`config.mk`:
```
export PLATFORM = sky130hd
export DESIGN_NAME = adc_serial_port
export DESIGN_NICKNAME = d
export VERILOG_FILES = /design/src/rtl/adc_serial_port.v /design/src/rtl/word_buffer.v
export VERILOG_INCLUDE_DIRS = /design/src /design/src/inc
export SDC_FILE = /design/constraint.sdc
export NUM_CORES = 1
export LEC_CHECK = 0
export ABC_AREA = 1
export BUFFER_PORTS_ARGS = -buffer_cell sky130_fd_sc_hd__buf_2
export CORE_MARGIN = 3
export CORE_UTILIZATION = 59
export CTS_CLUSTER_DIAMETER = 200
export DETAILED_ROUTE_END_ITERATION = 16
export PLACE_DENSITY = 0.8
export SYNTH_ARGS = -nofsm -noshare
export SYNTH_HDL_FRONTEND = slang
export SYNTH_SLANG_ARGS = --single-unit
```
`constraint.sdc`:
```
create_clock -name core_clk -period 2.5 [get_ports core_clk]
set_input_delay 0.25 -clock core_clk [delete_from_list [all_inputs] [get_ports core_clk]]
set_output_delay 0.25 -clock core_clk [all_outputs]
set_load 0.1 [all_outputs]
```
`src/inc/adc_serial_regs.vh`:
```
`ifndef ADC_SERIAL_REGS_VH
`define ADC_SERIAL_REGS_VH
// word layout
`define WORD_BITS 20
`define WORD_MSB 19
// self-clocked serial clock: divide by four, high one phase in four
`define SCLK_DIV 4
`define SCLK_HIGH_PHASE 2'h3
// data-ready forced high after each new word, in master cycles
`define LOAD_HOLD_CYCLES 3'h4
// calibration strobe must be seen high for more than this many cycles
`define CAL_MIN_CYCLES 3'h4
// calibration kinds from the two select pins (b, a)
`define CAL_SELF 2'h3
`endif

```
`src/rtl/adc_serial_port.v`:
```
`timescale 1ns/100ps
`default_nettype none
`include "adc_serial_regs.vh"
// Functional notes
// - mode pin low: external clock input, raw word sent msb first
// - mode pin high: self-clocked, device drives serial clock out
// - self clock is master clock over four, high one quarter
// - calibration select pins sampled when calibration strobe rises
// - strobe held over four cycles resets; falling edge starts calibration
// - sleep pin low puts device in standby, new word loads blocked
// - range select low unipolar, high bipolar
// - chip select falling starts sending in selected mode
// - data-ready low while a valid word is held
// - data-ready returns high when a word transmission finishes
// - every new word load forces data-ready high four cycles
// - each result is sent as twenty serial bits unless deselected early
// - data bits change on serial clock falling edge
// - early deselect: self-clocked finishes current bit then releases data and clock; external clock releases data at once
// - chip select during four-cycle high window is ignored
module adc_serial_port #(
    parameter WORD_W = `WORD_BITS
) (
    // master clock and reset
    input wire core_clk,
    input wire rst_n,
    // configuration pins and calibration strobe
    input wire serial_mode_sel,
    input wire range_select,
    input wire sleep_n,
    input wire cal_type_sel_a,
    input wire cal_type_sel_b,
    input wire cal_strobe,
    // conversion words from the filter
    input wire conv_valid,
    output wire conv_ready,
    input wire [WORD_W-1:0] conv_data,
    // serial link
    input wire cs_n,
    input wire sclk_in,
    output reg sclk_out,
    output reg sclk_oe,
    output reg serial_out_line,
    output reg serial_out_oe,
    output reg word_valid_n,
    // status toward the analog core
    output reg bipolar_reg,
    output reg standby_reg,
    output reg core_reset_reg,
    output reg cal_start_reg,
    output reg [1:0] cal_kind_reg
);
    localparam ST_IDLE = 2'h0;
    localparam ST_SEND = 2'h1;
    localparam ST_DRAIN = 2'h2;

    reg [1:0] state_reg;
    reg [WORD_W-1:0] shift_reg;
    reg [4:0] bits_left_reg;
    reg [1:0] phase_reg;
    reg [2:0] hold_cnt_reg;
    reg [2:0] cal_cnt_reg;
    reg cal_long_reg;
    reg have_word_reg;
    reg [1:0] cs_sync_reg;
    reg [1:0] sclk_sync_reg;
    reg [1:0] mode_sync_reg;
    reg [1:0] range_sync_reg;
    reg [1:0] sleep_sync_reg;
    reg [1:0] cal_sync_reg;
    reg [1:0] sca_sync_reg;
    reg [1:0] scb_sync_reg;
    reg sclk_prev_reg;
    reg cal_prev_reg;
    wire buf_valid;
    wire buf_take;
    wire [WORD_W-1:0] buf_data;
    wire cs_act;
    wire self_clk;
    wire ext_fall;
    wire gen_fall;
    wire bit_fall;
    wire cal_rise;
    wire cal_fall;

    assign cs_act = ~cs_sync_reg[1];
    assign self_clk = mode_sync_reg[1];
    assign ext_fall = sclk_prev_reg && !sclk_sync_reg[1];
    assign gen_fall = (phase_reg == `SCLK_HIGH_PHASE);
    assign bit_fall = self_clk ? gen_fall : ext_fall;
    assign cal_rise = cal_sync_reg[1] && !cal_prev_reg;
    assign cal_fall = !cal_sync_reg[1] && cal_prev_reg;
    // load a new word only once the held one is spent, never while sending,
    // in standby or in calibration reset, so a slow reader loses no word
    assign buf_take = buf_valid && (state_reg == ST_IDLE) && (hold_cnt_reg == 3'h0)
        && standby_reg == 1'b0 && !cal_long_reg && !have_word_reg;

    // buffer holds words so a slow reader loses none
    word_buffer #(
        .WIDTH(WORD_W)
    ) u_buf (
        .core_clk(core_clk),
        .rst_n(rst_n),
        .in_valid(conv_valid),
        .in_ready(conv_ready),
        .in_data(conv_data),
        .out_valid(buf_valid),
        .out_ready(buf_take),
        .out_data(buf_data)
    );

    // two-flop synchronisers for all pins
    always @(posedge core_clk or negedge rst_n)
    begin
        if (!rst_n)
        begin
            cs_sync_reg <= 2'h3;
            sclk_sync_reg <= 2'h0;
            mode_sync_reg <= 2'h0;
            range_sync_reg <= 2'h0;
            sleep_sync_reg <= 2'h3;
            cal_sync_reg <= 2'h0;
            sca_sync_reg <= 2'h0;
            scb_sync_reg <= 2'h0;
            sclk_prev_reg <= 1'b0;
            cal_prev_reg <= 1'b0;
        end
        else
        begin
            cs_sync_reg <= {cs_sync_reg[0], cs_n};
            sclk_sync_reg <= {sclk_sync_reg[0], sclk_in};
            mode_sync_reg <= {mode_sync_reg[0], serial_mode_sel};
            range_sync_reg <= {range_sync_reg[0], range_select};
            sleep_sync_reg <= {sleep_sync_reg[0], sleep_n};
            cal_sync_reg <= {cal_sync_reg[0], cal_strobe};
            sca_sync_reg <= {sca_sync_reg[0], cal_type_sel_a};
            scb_sync_reg <= {scb_sync_reg[0], cal_type_sel_b};
            sclk_prev_reg <= sclk_sync_reg[1];
            cal_prev_reg <= cal_sync_reg[1];
        end
    end

    // configuration, standby and calibration control
    always @(posedge core_clk or negedge rst_n)
    begin
        if (!rst_n)
        begin
            bipolar_reg <= 1'b0;
            standby_reg <= 1'b0;
            core_reset_reg <= 1'b0;
            cal_start_reg <= 1'b0;
            cal_kind_reg <= `CAL_SELF;
            cal_cnt_reg <= 3'h0;
            cal_long_reg <= 1'b0;
        end
        else
        begin
            bipolar_reg <= range_sync_reg[1];
            standby_reg <= ~sleep_sync_reg[1];
            cal_start_reg <= 1'b0;
            if (cal_rise)
                cal_kind_reg <= {scb_sync_reg[1], sca_sync_reg[1]};
            if (!cal_sync_reg[1])
                cal_cnt_reg <= 3'h0;
            else if (cal_cnt_reg != 3'h7)
                cal_cnt_reg <= cal_cnt_reg + 3'h1;
            if (cal_sync_reg[1] && cal_cnt_reg >= `CAL_MIN_CYCLES)
                cal_long_reg <= 1'b1;
            core_reset_reg <= cal_long_reg && cal_sync_reg[1];
            if (cal_fall)
            begin
                cal_start_reg <= cal_long_reg;
                cal_long_reg <= 1'b0;
            end
        end
    end

    // serial transmit engine
    always @(posedge core_clk or negedge rst_n)
    begin
        if (!rst_n)
        begin
            state_reg <= ST_IDLE;
            shift_reg <= {WORD_W{1'b0}};
            bits_left_reg <= 5'h0;
            phase_reg <= 2'h0;
            hold_cnt_reg <= 3'h0;
            have_word_reg <= 1'b0;
            word_valid_n <= 1'b1;
            sclk_out <= 1'b0;
            sclk_oe <= 1'b0;
            serial_out_line <= 1'b0;
            serial_out_oe <= 1'b0;
        end
        else
        begin
            if (hold_cnt_reg != 3'h0)
                hold_cnt_reg <= hold_cnt_reg - 3'h1;
            if (buf_take)
            begin
                shift_reg <= buf_data;
                have_word_reg <= 1'b1;
                hold_cnt_reg <= `LOAD_HOLD_CYCLES;
            end
            word_valid_n <= !(have_word_reg && hold_cnt_reg == 3'h0 && !buf_take);
            if (cal_long_reg)
            begin
                state_reg <= ST_IDLE;
                have_word_reg <= 1'b0;
                serial_out_oe <= 1'b0;
                sclk_oe <= 1'b0;
                sclk_out <= 1'b0;
            end
            else
            case (state_reg)
            ST_IDLE:
            begin
                serial_out_oe <= 1'b0;
                sclk_oe <= 1'b0;
                sclk_out <= 1'b0;
                phase_reg <= 2'h0;
                // select starts send; ignored in hold window
                if (cs_act && have_word_reg && hold_cnt_reg == 3'h0 && !buf_take)
                begin
                    state_reg <= ST_SEND;
                    serial_out_line <= shift_reg[WORD_W-1];
                    serial_out_oe <= 1'b1;
                    sclk_oe <= self_clk;
                    bits_left_reg <= WORD_W[4:0];
                end
            end
            ST_SEND:
            begin
                phase_reg <= phase_reg + 2'h1;
                sclk_out <= self_clk && (phase_reg == 2'h2);
                if (bit_fall)
                begin
                    shift_reg <= {shift_reg[WORD_W-2:0], 1'b0};
                    serial_out_line <= shift_reg[WORD_W-2];
                    bits_left_reg <= bits_left_reg - 5'h1;
                    // early deselect releases after current bit
                    // finished or cut word returns data-ready high
                    if (!cs_act || bits_left_reg == 5'h1)
                    begin
                        state_reg <= ST_DRAIN;
                        have_word_reg <= 1'b0;
                    end
                end
                // an external clock may stop once deselected
                else if (!cs_act && !self_clk)
                begin
                    state_reg <= ST_DRAIN;
                    have_word_reg <= 1'b0;
                end
            end
            ST_DRAIN:
            begin
                serial_out_oe <= 1'b0;
                sclk_oe <= 1'b0;
                sclk_out <= 1'b0;
                if (!cs_act || have_word_reg)
                    state_reg <= ST_IDLE;
            end
            default:
                state_reg <= ST_IDLE;
            endcase
        end
    end
endmodule
`default_nettype wire

```
`src/rtl/word_buffer.v`:
```
`timescale 1ns/100ps
`default_nettype none
// two-entry buffer for conversion words
module word_buffer #(
    parameter WIDTH = 20
) (
    // clock and reset
    input wire core_clk,
    input wire rst_n,
    // fill side
    input wire in_valid,
    output wire in_ready,
    input wire [WIDTH-1:0] in_data,
    // drain side
    output wire out_valid,
    input wire out_ready,
    output wire [WIDTH-1:0] out_data
);
    reg [WIDTH-1:0] mem_reg [0:1];
    reg rd_ptr_reg;
    reg wr_ptr_reg;
    reg [1:0] count_reg;
    reg ready_reg;
    wire do_wr;
    wire do_rd;

    // ready comes from a flop so the fill side sees a clean level
    assign in_ready = ready_reg;
    assign out_valid = (count_reg != 2'h0);
    assign out_data = mem_reg[rd_ptr_reg];
    assign do_wr = in_valid && in_ready;
    assign do_rd = out_valid && out_ready;

    // pointer and occupancy update
    always @(posedge core_clk or negedge rst_n)
    begin
        if (!rst_n)
        begin
            rd_ptr_reg <= 1'b0;
            wr_ptr_reg <= 1'b0;
            count_reg <= 2'h0;
            ready_reg <= 1'b1;
            mem_reg[0] <= {WIDTH{1'b0}};
            mem_reg[1] <= {WIDTH{1'b0}};
        end
        else
        begin
            if (do_wr)
            begin
                mem_reg[wr_ptr_reg] <= in_data;
                wr_ptr_reg <= ~wr_ptr_reg;
            end
            if (do_rd)
                rd_ptr_reg <= ~rd_ptr_reg;
            if (do_wr && !do_rd)
            begin
                count_reg <= count_reg + 2'h1;
                ready_reg <= (count_reg == 2'h0);
            end
            else if (do_rd && !do_wr)
            begin
                count_reg <= count_reg - 2'h1;
                ready_reg <= 1'b1;
            end
        end
    end
endmodule
`default_nettype wire

```
# --- Yosys cells after proc, flatten, opt, wreduce, memory -nomap -nowiden ---
# Index checks and enable logic that the tools add are counted.
totals:
  out_inout_bits: 12
  ff_bits: 111
  wordCells: 164
  inputBits: 31
op_classes:
  n_addsub: 6
  n_reduce_logical: 49
  n_eq_ne: 13
  order_cmp: 4
  mux: 50
  bitwise_logic: 8
ops:
  columns: ["operator", "n"]
  rows:
  - ["$mux 20", 8]
  - ["$bwmux 40", 1]
  - ["$logic_and 1x1->1", 22]
  - ["$demux 20 s1", 1]
  - ["$mux 1", 19]
  - ["$mux 2", 8]
  - ["$mux 3", 4]
  - ["$logic_not 1->1", 10]
  - ["$mux 5", 2]
  - ["$pmux 5 s2", 1]
  - ["$reduce_bool 2->1", 5]
  - ["$reduce_bool 3->1", 3]
  - ["$ne 4x4->1 const B", 2]
  - ["$pmux 1 s2", 4]
  - ["$reduce_and 4->1", 2]
  - ["$eq 2x2->1 const B", 3]
  - ["$ne 3x3->1 const B", 2]
  - ["$not 1->1", 6]
  - ["$pmux 2 s3", 1]
  - ["$eq 5x1->1 const B", 1]
  - ["$sub 5x1->5 const B", 1]
  - ["$add 2x1->2 const B", 2]
  - ["$ge 2x2->1 const B", 2]
  - ["$logic_not 2->1", 2]
  - ["15 further kinds", 18]

# --- Logic depth before layout (Yosys ltp) ---
depth:
  ltp_word: 11
  mapped_depth: 11
  mapped_depth_nobuf: 10

# --- Hierarchy ---
# A second synthesis with hierarchy kept.
hier_totals:
  hier_cells: 611
  area_unflattened_um2: 5287.6
modules_own_cells:
  columns: ["mod", "area_each_um2", "cells_per_inst", "n_inst"]
  rows:
  - ["adc_serial_port", 3095.5, 363, 1]
  - ["word_buffer", 2192.1, 248, 1]

# --- Worst setup path before layout ---
# No wires, ideal clock.
synth_timing:
  kind: "flip-flop to flip-flop"
  from: "register standby_reg"
  to: "register u_buf.count_reg[1]"
  setup_slack_ns: 0.328
  t_arrival_ns: 2.048
  stages_incl_launch_ff: 8
  t_required_ns: 2.376
  period_less_slack_ns: 2.172
  cell_sequence: "dfrtp_1 -> nor2_1 -> nand3_4 -> buf_6 -> ha_1 -> a21oi_1 -> o21ai_0 -> xnor2_1"
synth_via:
  elab_chain_len: 8
synth_rtl:
  columns: ["element", "line_no", "source"]
  rows:
  - ["start, declared", "adc_serial_port.v:47", "output reg standby_reg,"]
  - ["start signal, assigned", "adc_serial_port.v:158", "standby_reg <= ~sleep_sync_reg[1];"]
  - ["$not 1->1 (*)", "adc_serial_port.v:95", "&& standby_reg == 1'b0 && !cal_long_reg && !have_word_reg;"]
  - ["$logic_and 1x1->1 (*) (3 in series)", "adc_serial_port.v:95", null]
  - ["$logic_and 1x1->1 (*)", "word_buffer.v:32", "assign do_rd = out_valid && out_ready;"]
  - ["$logic_not 1->1", "word_buffer.v:55", "if (do_wr && !do_rd)"]
  - ["$logic_and 1x1->1", "word_buffer.v:55", null]
  - ["$mux 2 or $reduce_bool 2->1 (tied branches)", null, null]
  - ["end signal, assigned", "word_buffer.v:57", "count_reg <= count_reg + 2'h1;"]
  - ["end signal, assigned", "word_buffer.v:62", "count_reg <= count_reg - 2'h1;"]
  - ["end, declared", "word_buffer.v:22", "reg [1:0] count_reg;"]
# Mark *: on every way between the ends. The rest lies on a longest branch, timed or not.
# A chain may end at the register's enable or synchronous reset.

# --- Worst setup path after layout ---
layout_timing:
  from: "register hold_cnt_reg[0]"
  to: "register u_buf.count_reg[1]"
layout_via:
  elab_chain_len: 9
layout_rtl:
  columns: ["element", "line_no", "source"]
  rows:
  - ["start, declared", "adc_serial_port.v:60", "reg [2:0] hold_cnt_reg;"]
  - ["start signal, assigned", "adc_serial_port.v:197", "hold_cnt_reg <= hold_cnt_reg - 3'h1;"]
  - ["start signal, assigned", "adc_serial_port.v:202", "hold_cnt_reg <= `LOAD_HOLD_CYCLES;"]
  - ["$logic_not 3->1 (*)", "adc_serial_port.v:94", "assign buf_take = buf_valid && (state_reg == ST_IDLE) && (hold_cnt_reg == 3'h0)"]
  - ["$logic_and 1x1->1 (*)", "adc_serial_port.v:94", null]
  - ["$logic_and 1x1->1 (*) (3 in series)", "adc_serial_port.v:95", null]
  - ["$logic_and 1x1->1 (*)", "word_buffer.v:32", null]
  - ["$logic_not 1->1", "word_buffer.v:55", null]
  - ["$logic_and 1x1->1", "word_buffer.v:55", null]
  - ["$mux 2 or $reduce_bool 2->1 (tied branches)", null, null]
# Marked as above.

==> results.cfg <==
[outcome]
outcome = complete, no violations

[setup_path]
rr_startpoint = hold_cnt_reg[0]
timing.critical_path.to_type = flip-flop
reg2reg_setup_slack_ns = 0.62
required_ns = 2.76
cp_common_cell = sky130_fd_sc_hd__ha_1
r2r-end = u_buf.count_reg[1]
crit_fanout = 4
rr_worst_depth = 9
worst-setup-path-type = reg2reg
critPathLaunchType = flip-flop
crit_path_cell_trace = inv_1, ha_1, nand2_1, nor2_4, nand3_4, ha_1, a21oi_1, o21ai_0, xnor2_1
cp.buffers_inverters = 1
cp_slowest_cell = sky130_fd_sc_hd__dfrtp_1
worstPathArrival_ns = 2.14
worst_stage_delay_on_the_critical_path_ns = 0.39
path_delay_family = adder cells

[power_and_ir_drop]
internal-power_w = 0.00374
power.combinational.fraction_pct = 37.0
p_leak_nw = 3.09
clkPwrFrac_pct = 17.8
vdd_drop_max_uv = 520
seqPwrFrac_pct = 45.2
switchingPower_w = 0.00255
power_density_mw_per_mm2 = 1120
swShare_pct = 40.5
post_layout_total_power_w = 0.00628

[synth]
netlist.area_leader.share_pct = 51.4
postSynthRegisterBits = 111
synth-seq-area-share_pct = 55.6
syn_area_per_cell_um2 = 8.29
post_synth_inst_count = 604
net_count_synth = 644
yosysWarningCount = 0
synthesis.area_mm2 = 0.00501
ys_top_cells_by_area = sky130_fd_sc_hd__dfrtp_1 51%, sky130_fd_sc_hd__nand2_1 12%, sky130_fd_sc_hd__inv_1 7.6%
synth_largest_area_cell = sky130_fd_sc_hd__dfrtp_1
synth_cell_types = 29

[timing]
max_freq_ghz = 0.533
worst_slew_pin_slew_ns = 0.612
setup_violations = 0
rsz0062_at_grt = no
fin_crit_ns = 1.88
finalClockSkew_ns = 0.0166
relative_slew_slack_pct = 59.2
report.final.hold_viol_count = 0
final_min_period_over_clock_period_pct = 75.0
tns_ns = 0
slew_violations = 0

[routing]
drt_iter0_drc = 180
routed_wl_mm = 9.45
detail_route.drc_violations = 0
top_signal_layer_used = met4
dr_wl_met3_um = 374
detail_route.wirelength.met1_mm = 4.25
met2_wirelength_mm = 4.74
vias_per_cell = 5.01
num_vias = 3796
drt_antenna_net_count = 0
wirelength_per_cell_um = 12.5
detailedRoute.firstPassIterationCount = 4

[layout]
most-common-layout-cells = 165 x sky130_fd_sc_hd__nand2_1, 103 x sky130_fd_sc_hd__dfrtp_1, 101 x sky130_fd_sc_hd__inv_1, 57 x sky130_fd_sc_hd__nor2_1
finalNetCount = 690
area_growth_syn_to_layout_pct = 12.2
layout_commonest_cell = sky130_fd_sc_hd__nand2_1
antennaDiodeCount = 0
final_design_area_no_fill_mm2 = 0.00562
max_ffs_per_register = 40
final_util_pct = 70.5
final-instance-count-excl-fill = 757
post_route_cells_drive_above_1_share_pct = 13.7

[placed_design]
post_dp_cell_area_mm2 = 0.00532
placedCellCount = 732
portBuffers = 42
gp_congestion = 0.843
dp_hpwl_mm = 6.24

[clock_tree]
cts_tree = built
max-clock-path-buffers = 2
clk_root_buffer_cell = sky130_fd_sc_hd__clkbuf_8
postCtsSetupBuffers = 0
cts_inserted_buffers = 9
numClockSinks = 111
gates_resized_cts_repair = 0
insertion_delay_ns = 0.37
cts-hold-fix-buffers = 9
htreeDepth = 3
clk_pin_slew_worst_paths_ns = 0.11

[floorplan]
i_o_pin_count = 43
initial_core_util_pct = 62.9
fp.dieArea_mm2 = 0.00963
row_cnt = 32
area_of_the_core_mm2 = 0.00797
fp.dieH_um = 98.1
width_of_the_die_um = 98.1

[grt]
globalRoute.totalOverflow = 0
antenna_found_initial = 0
grtUsageTotal_pct = 21.3
wire_length_of_the_first_global_routing_pass_mm = 16.7
grt_max_degree = 69
via_count_of_the_first_global_routing_pass = 3779

[hold_path]
holdCritStartpoint = conv_data[12]
worstHoldEndpoint = u_buf.mem_reg[32]
holdPathStages = 3
min_path_type = in2reg

[run]
drv_cap = 0
metal layers:
layer  GRT usage, %  up-vias
li1               -     1933
met1           26.4     1782
met2           36.8       73
met3           5.14        8
met4           7.14        0
met5              0        -
logic make-up after synthesis:
family                     synth area share [%]
xor gates and xnor gates                  0.874
AOI/OAI and AO/OA                          6.69
and+or+nand+nor                            23.7
buffers and inverters                      10.4
DFF                                        55.6
adders and majority gates                  2.25
muxes                                     0.450
worst reg2reg max path, stage by stage, from the launching register on:
cell and delay, ns:
sky130_fd_sc_hd__dfrtp_1 0.39, sky130_fd_sc_hd__inv_1 0.09, sky130_fd_sc_hd__ha_1 0.15, sky130_fd_sc_hd__nand2_1 0.13, sky130_fd_sc_hd__nor2_4 0.17, sky130_fd_sc_hd__nand3_4 0.07, sky130_fd_sc_hd__ha_1 0.36, sky130_fd_sc_hd__a21oi_1 0.14
sky130_fd_sc_hd__o21ai_0 0.12, sky130_fd_sc_hd__xnor2_1 0.14
how the worst max path moves through the flow:
stage	cells after the start	startpoint	to	slack, ns
6_report	9	hold_cnt_reg[0]	u_buf.count_reg[1]	0.62
5_1_grt	9	hold_cnt_reg[0]	u_buf.count_reg[1]	0.45
4_1_cts	9	hold_cnt_reg[0]	u_buf.count_reg[1]	0.63
3_5_place_dp	9	hold_cnt_reg[0]	u_buf.count_reg[1]	0.66
3_3_place_gp	9	hold_cnt_reg[0]	u_buf.count_reg[1]	0.74
2_1_floorplan	7	standby_reg	u_buf.count_reg[1]	0.33
layout make-up:
cell class                 instances  area [um^2]
fill                             652         2350
tap                              102          128
timing repair buffer              60          395
sequential                       111         2790
clock buffer                       9          124
inverter                         106          398
clock inverter                     7         87.6
multi-input combinational        362         1700
stage by stage:
step	hold slack [ns]	setup slack [ns]
after floorplan	-0.0456	0.328
after global placement	0.283	0.744
final	0.109	0.624
after global routing	0.113	0.445
after CTS	0.0948	0.634
after detailed placement	0.288	0.659
cells in the mapped netlist:
library cell / instances
sky130_fd_sc_hd__nor2_4: 3
sky130_fd_sc_hd__mux2_2: 2
sky130_fd_sc_hd__buf_2: 6
sky130_fd_sc_hd__a21oi_1: 5
sky130_fd_sc_hd__or2_2: 1
sky130_fd_sc_hd__dfstp_2: 8
sky130_fd_sc_hd__nor2_1: 57
sky130_fd_sc_hd__xor2_1: 1
sky130_fd_sc_hd__nor2_2: 1
sky130_fd_sc_hd__ha_1: 9
sky130_fd_sc_hd__o21bai_1: 1
sky130_fd_sc_hd__or2_1: 1
sky130_fd_sc_hd__nand2_1: 165
sky130_fd_sc_hd__nand3_1: 28
sky130_fd_sc_hd__xnor2_1: 4
sky130_fd_sc_hd__buf_1: 1
sky130_fd_sc_hd__clkbuf_1: 14
sky130_fd_sc_hd__dfrtp_1: 103
sky130_fd_sc_hd__o21ai_1: 18
sky130_fd_sc_hd__nand3_4: 1
sky130_fd_sc_hd__inv_2: 5
sky130_fd_sc_hd__o211ai_1: 1
sky130_fd_sc_hd__buf_6: 2
sky130_fd_sc_hd__nor3_1: 1
sky130_fd_sc_hd__inv_1: 101
sky130_fd_sc_hd__o21ai_0: 41
sky130_fd_sc_hd__nand4_1: 20
sky130_fd_sc_hd__nand2_2: 2
sky130_fd_sc_hd__buf_4: 2
power groups by stage:
stage | clock [W] | sequential [W] | combinational, W
6_report | 0.00112 | 0.00284 | 0.00232
5_1_grt | 0.00123 | 0.00293 | 0.00269
4_1_cts | 0.00116 | 0.00284 | 0.00235
3_5_place_dp | 0 | 0.00287 | 0.00232
3_3_place_gp | 0 | 0.00283 | 0.00221
2_1_floorplan | 0 | 0.00297 | 0.00165
Power figures use the tool's default switching activity.
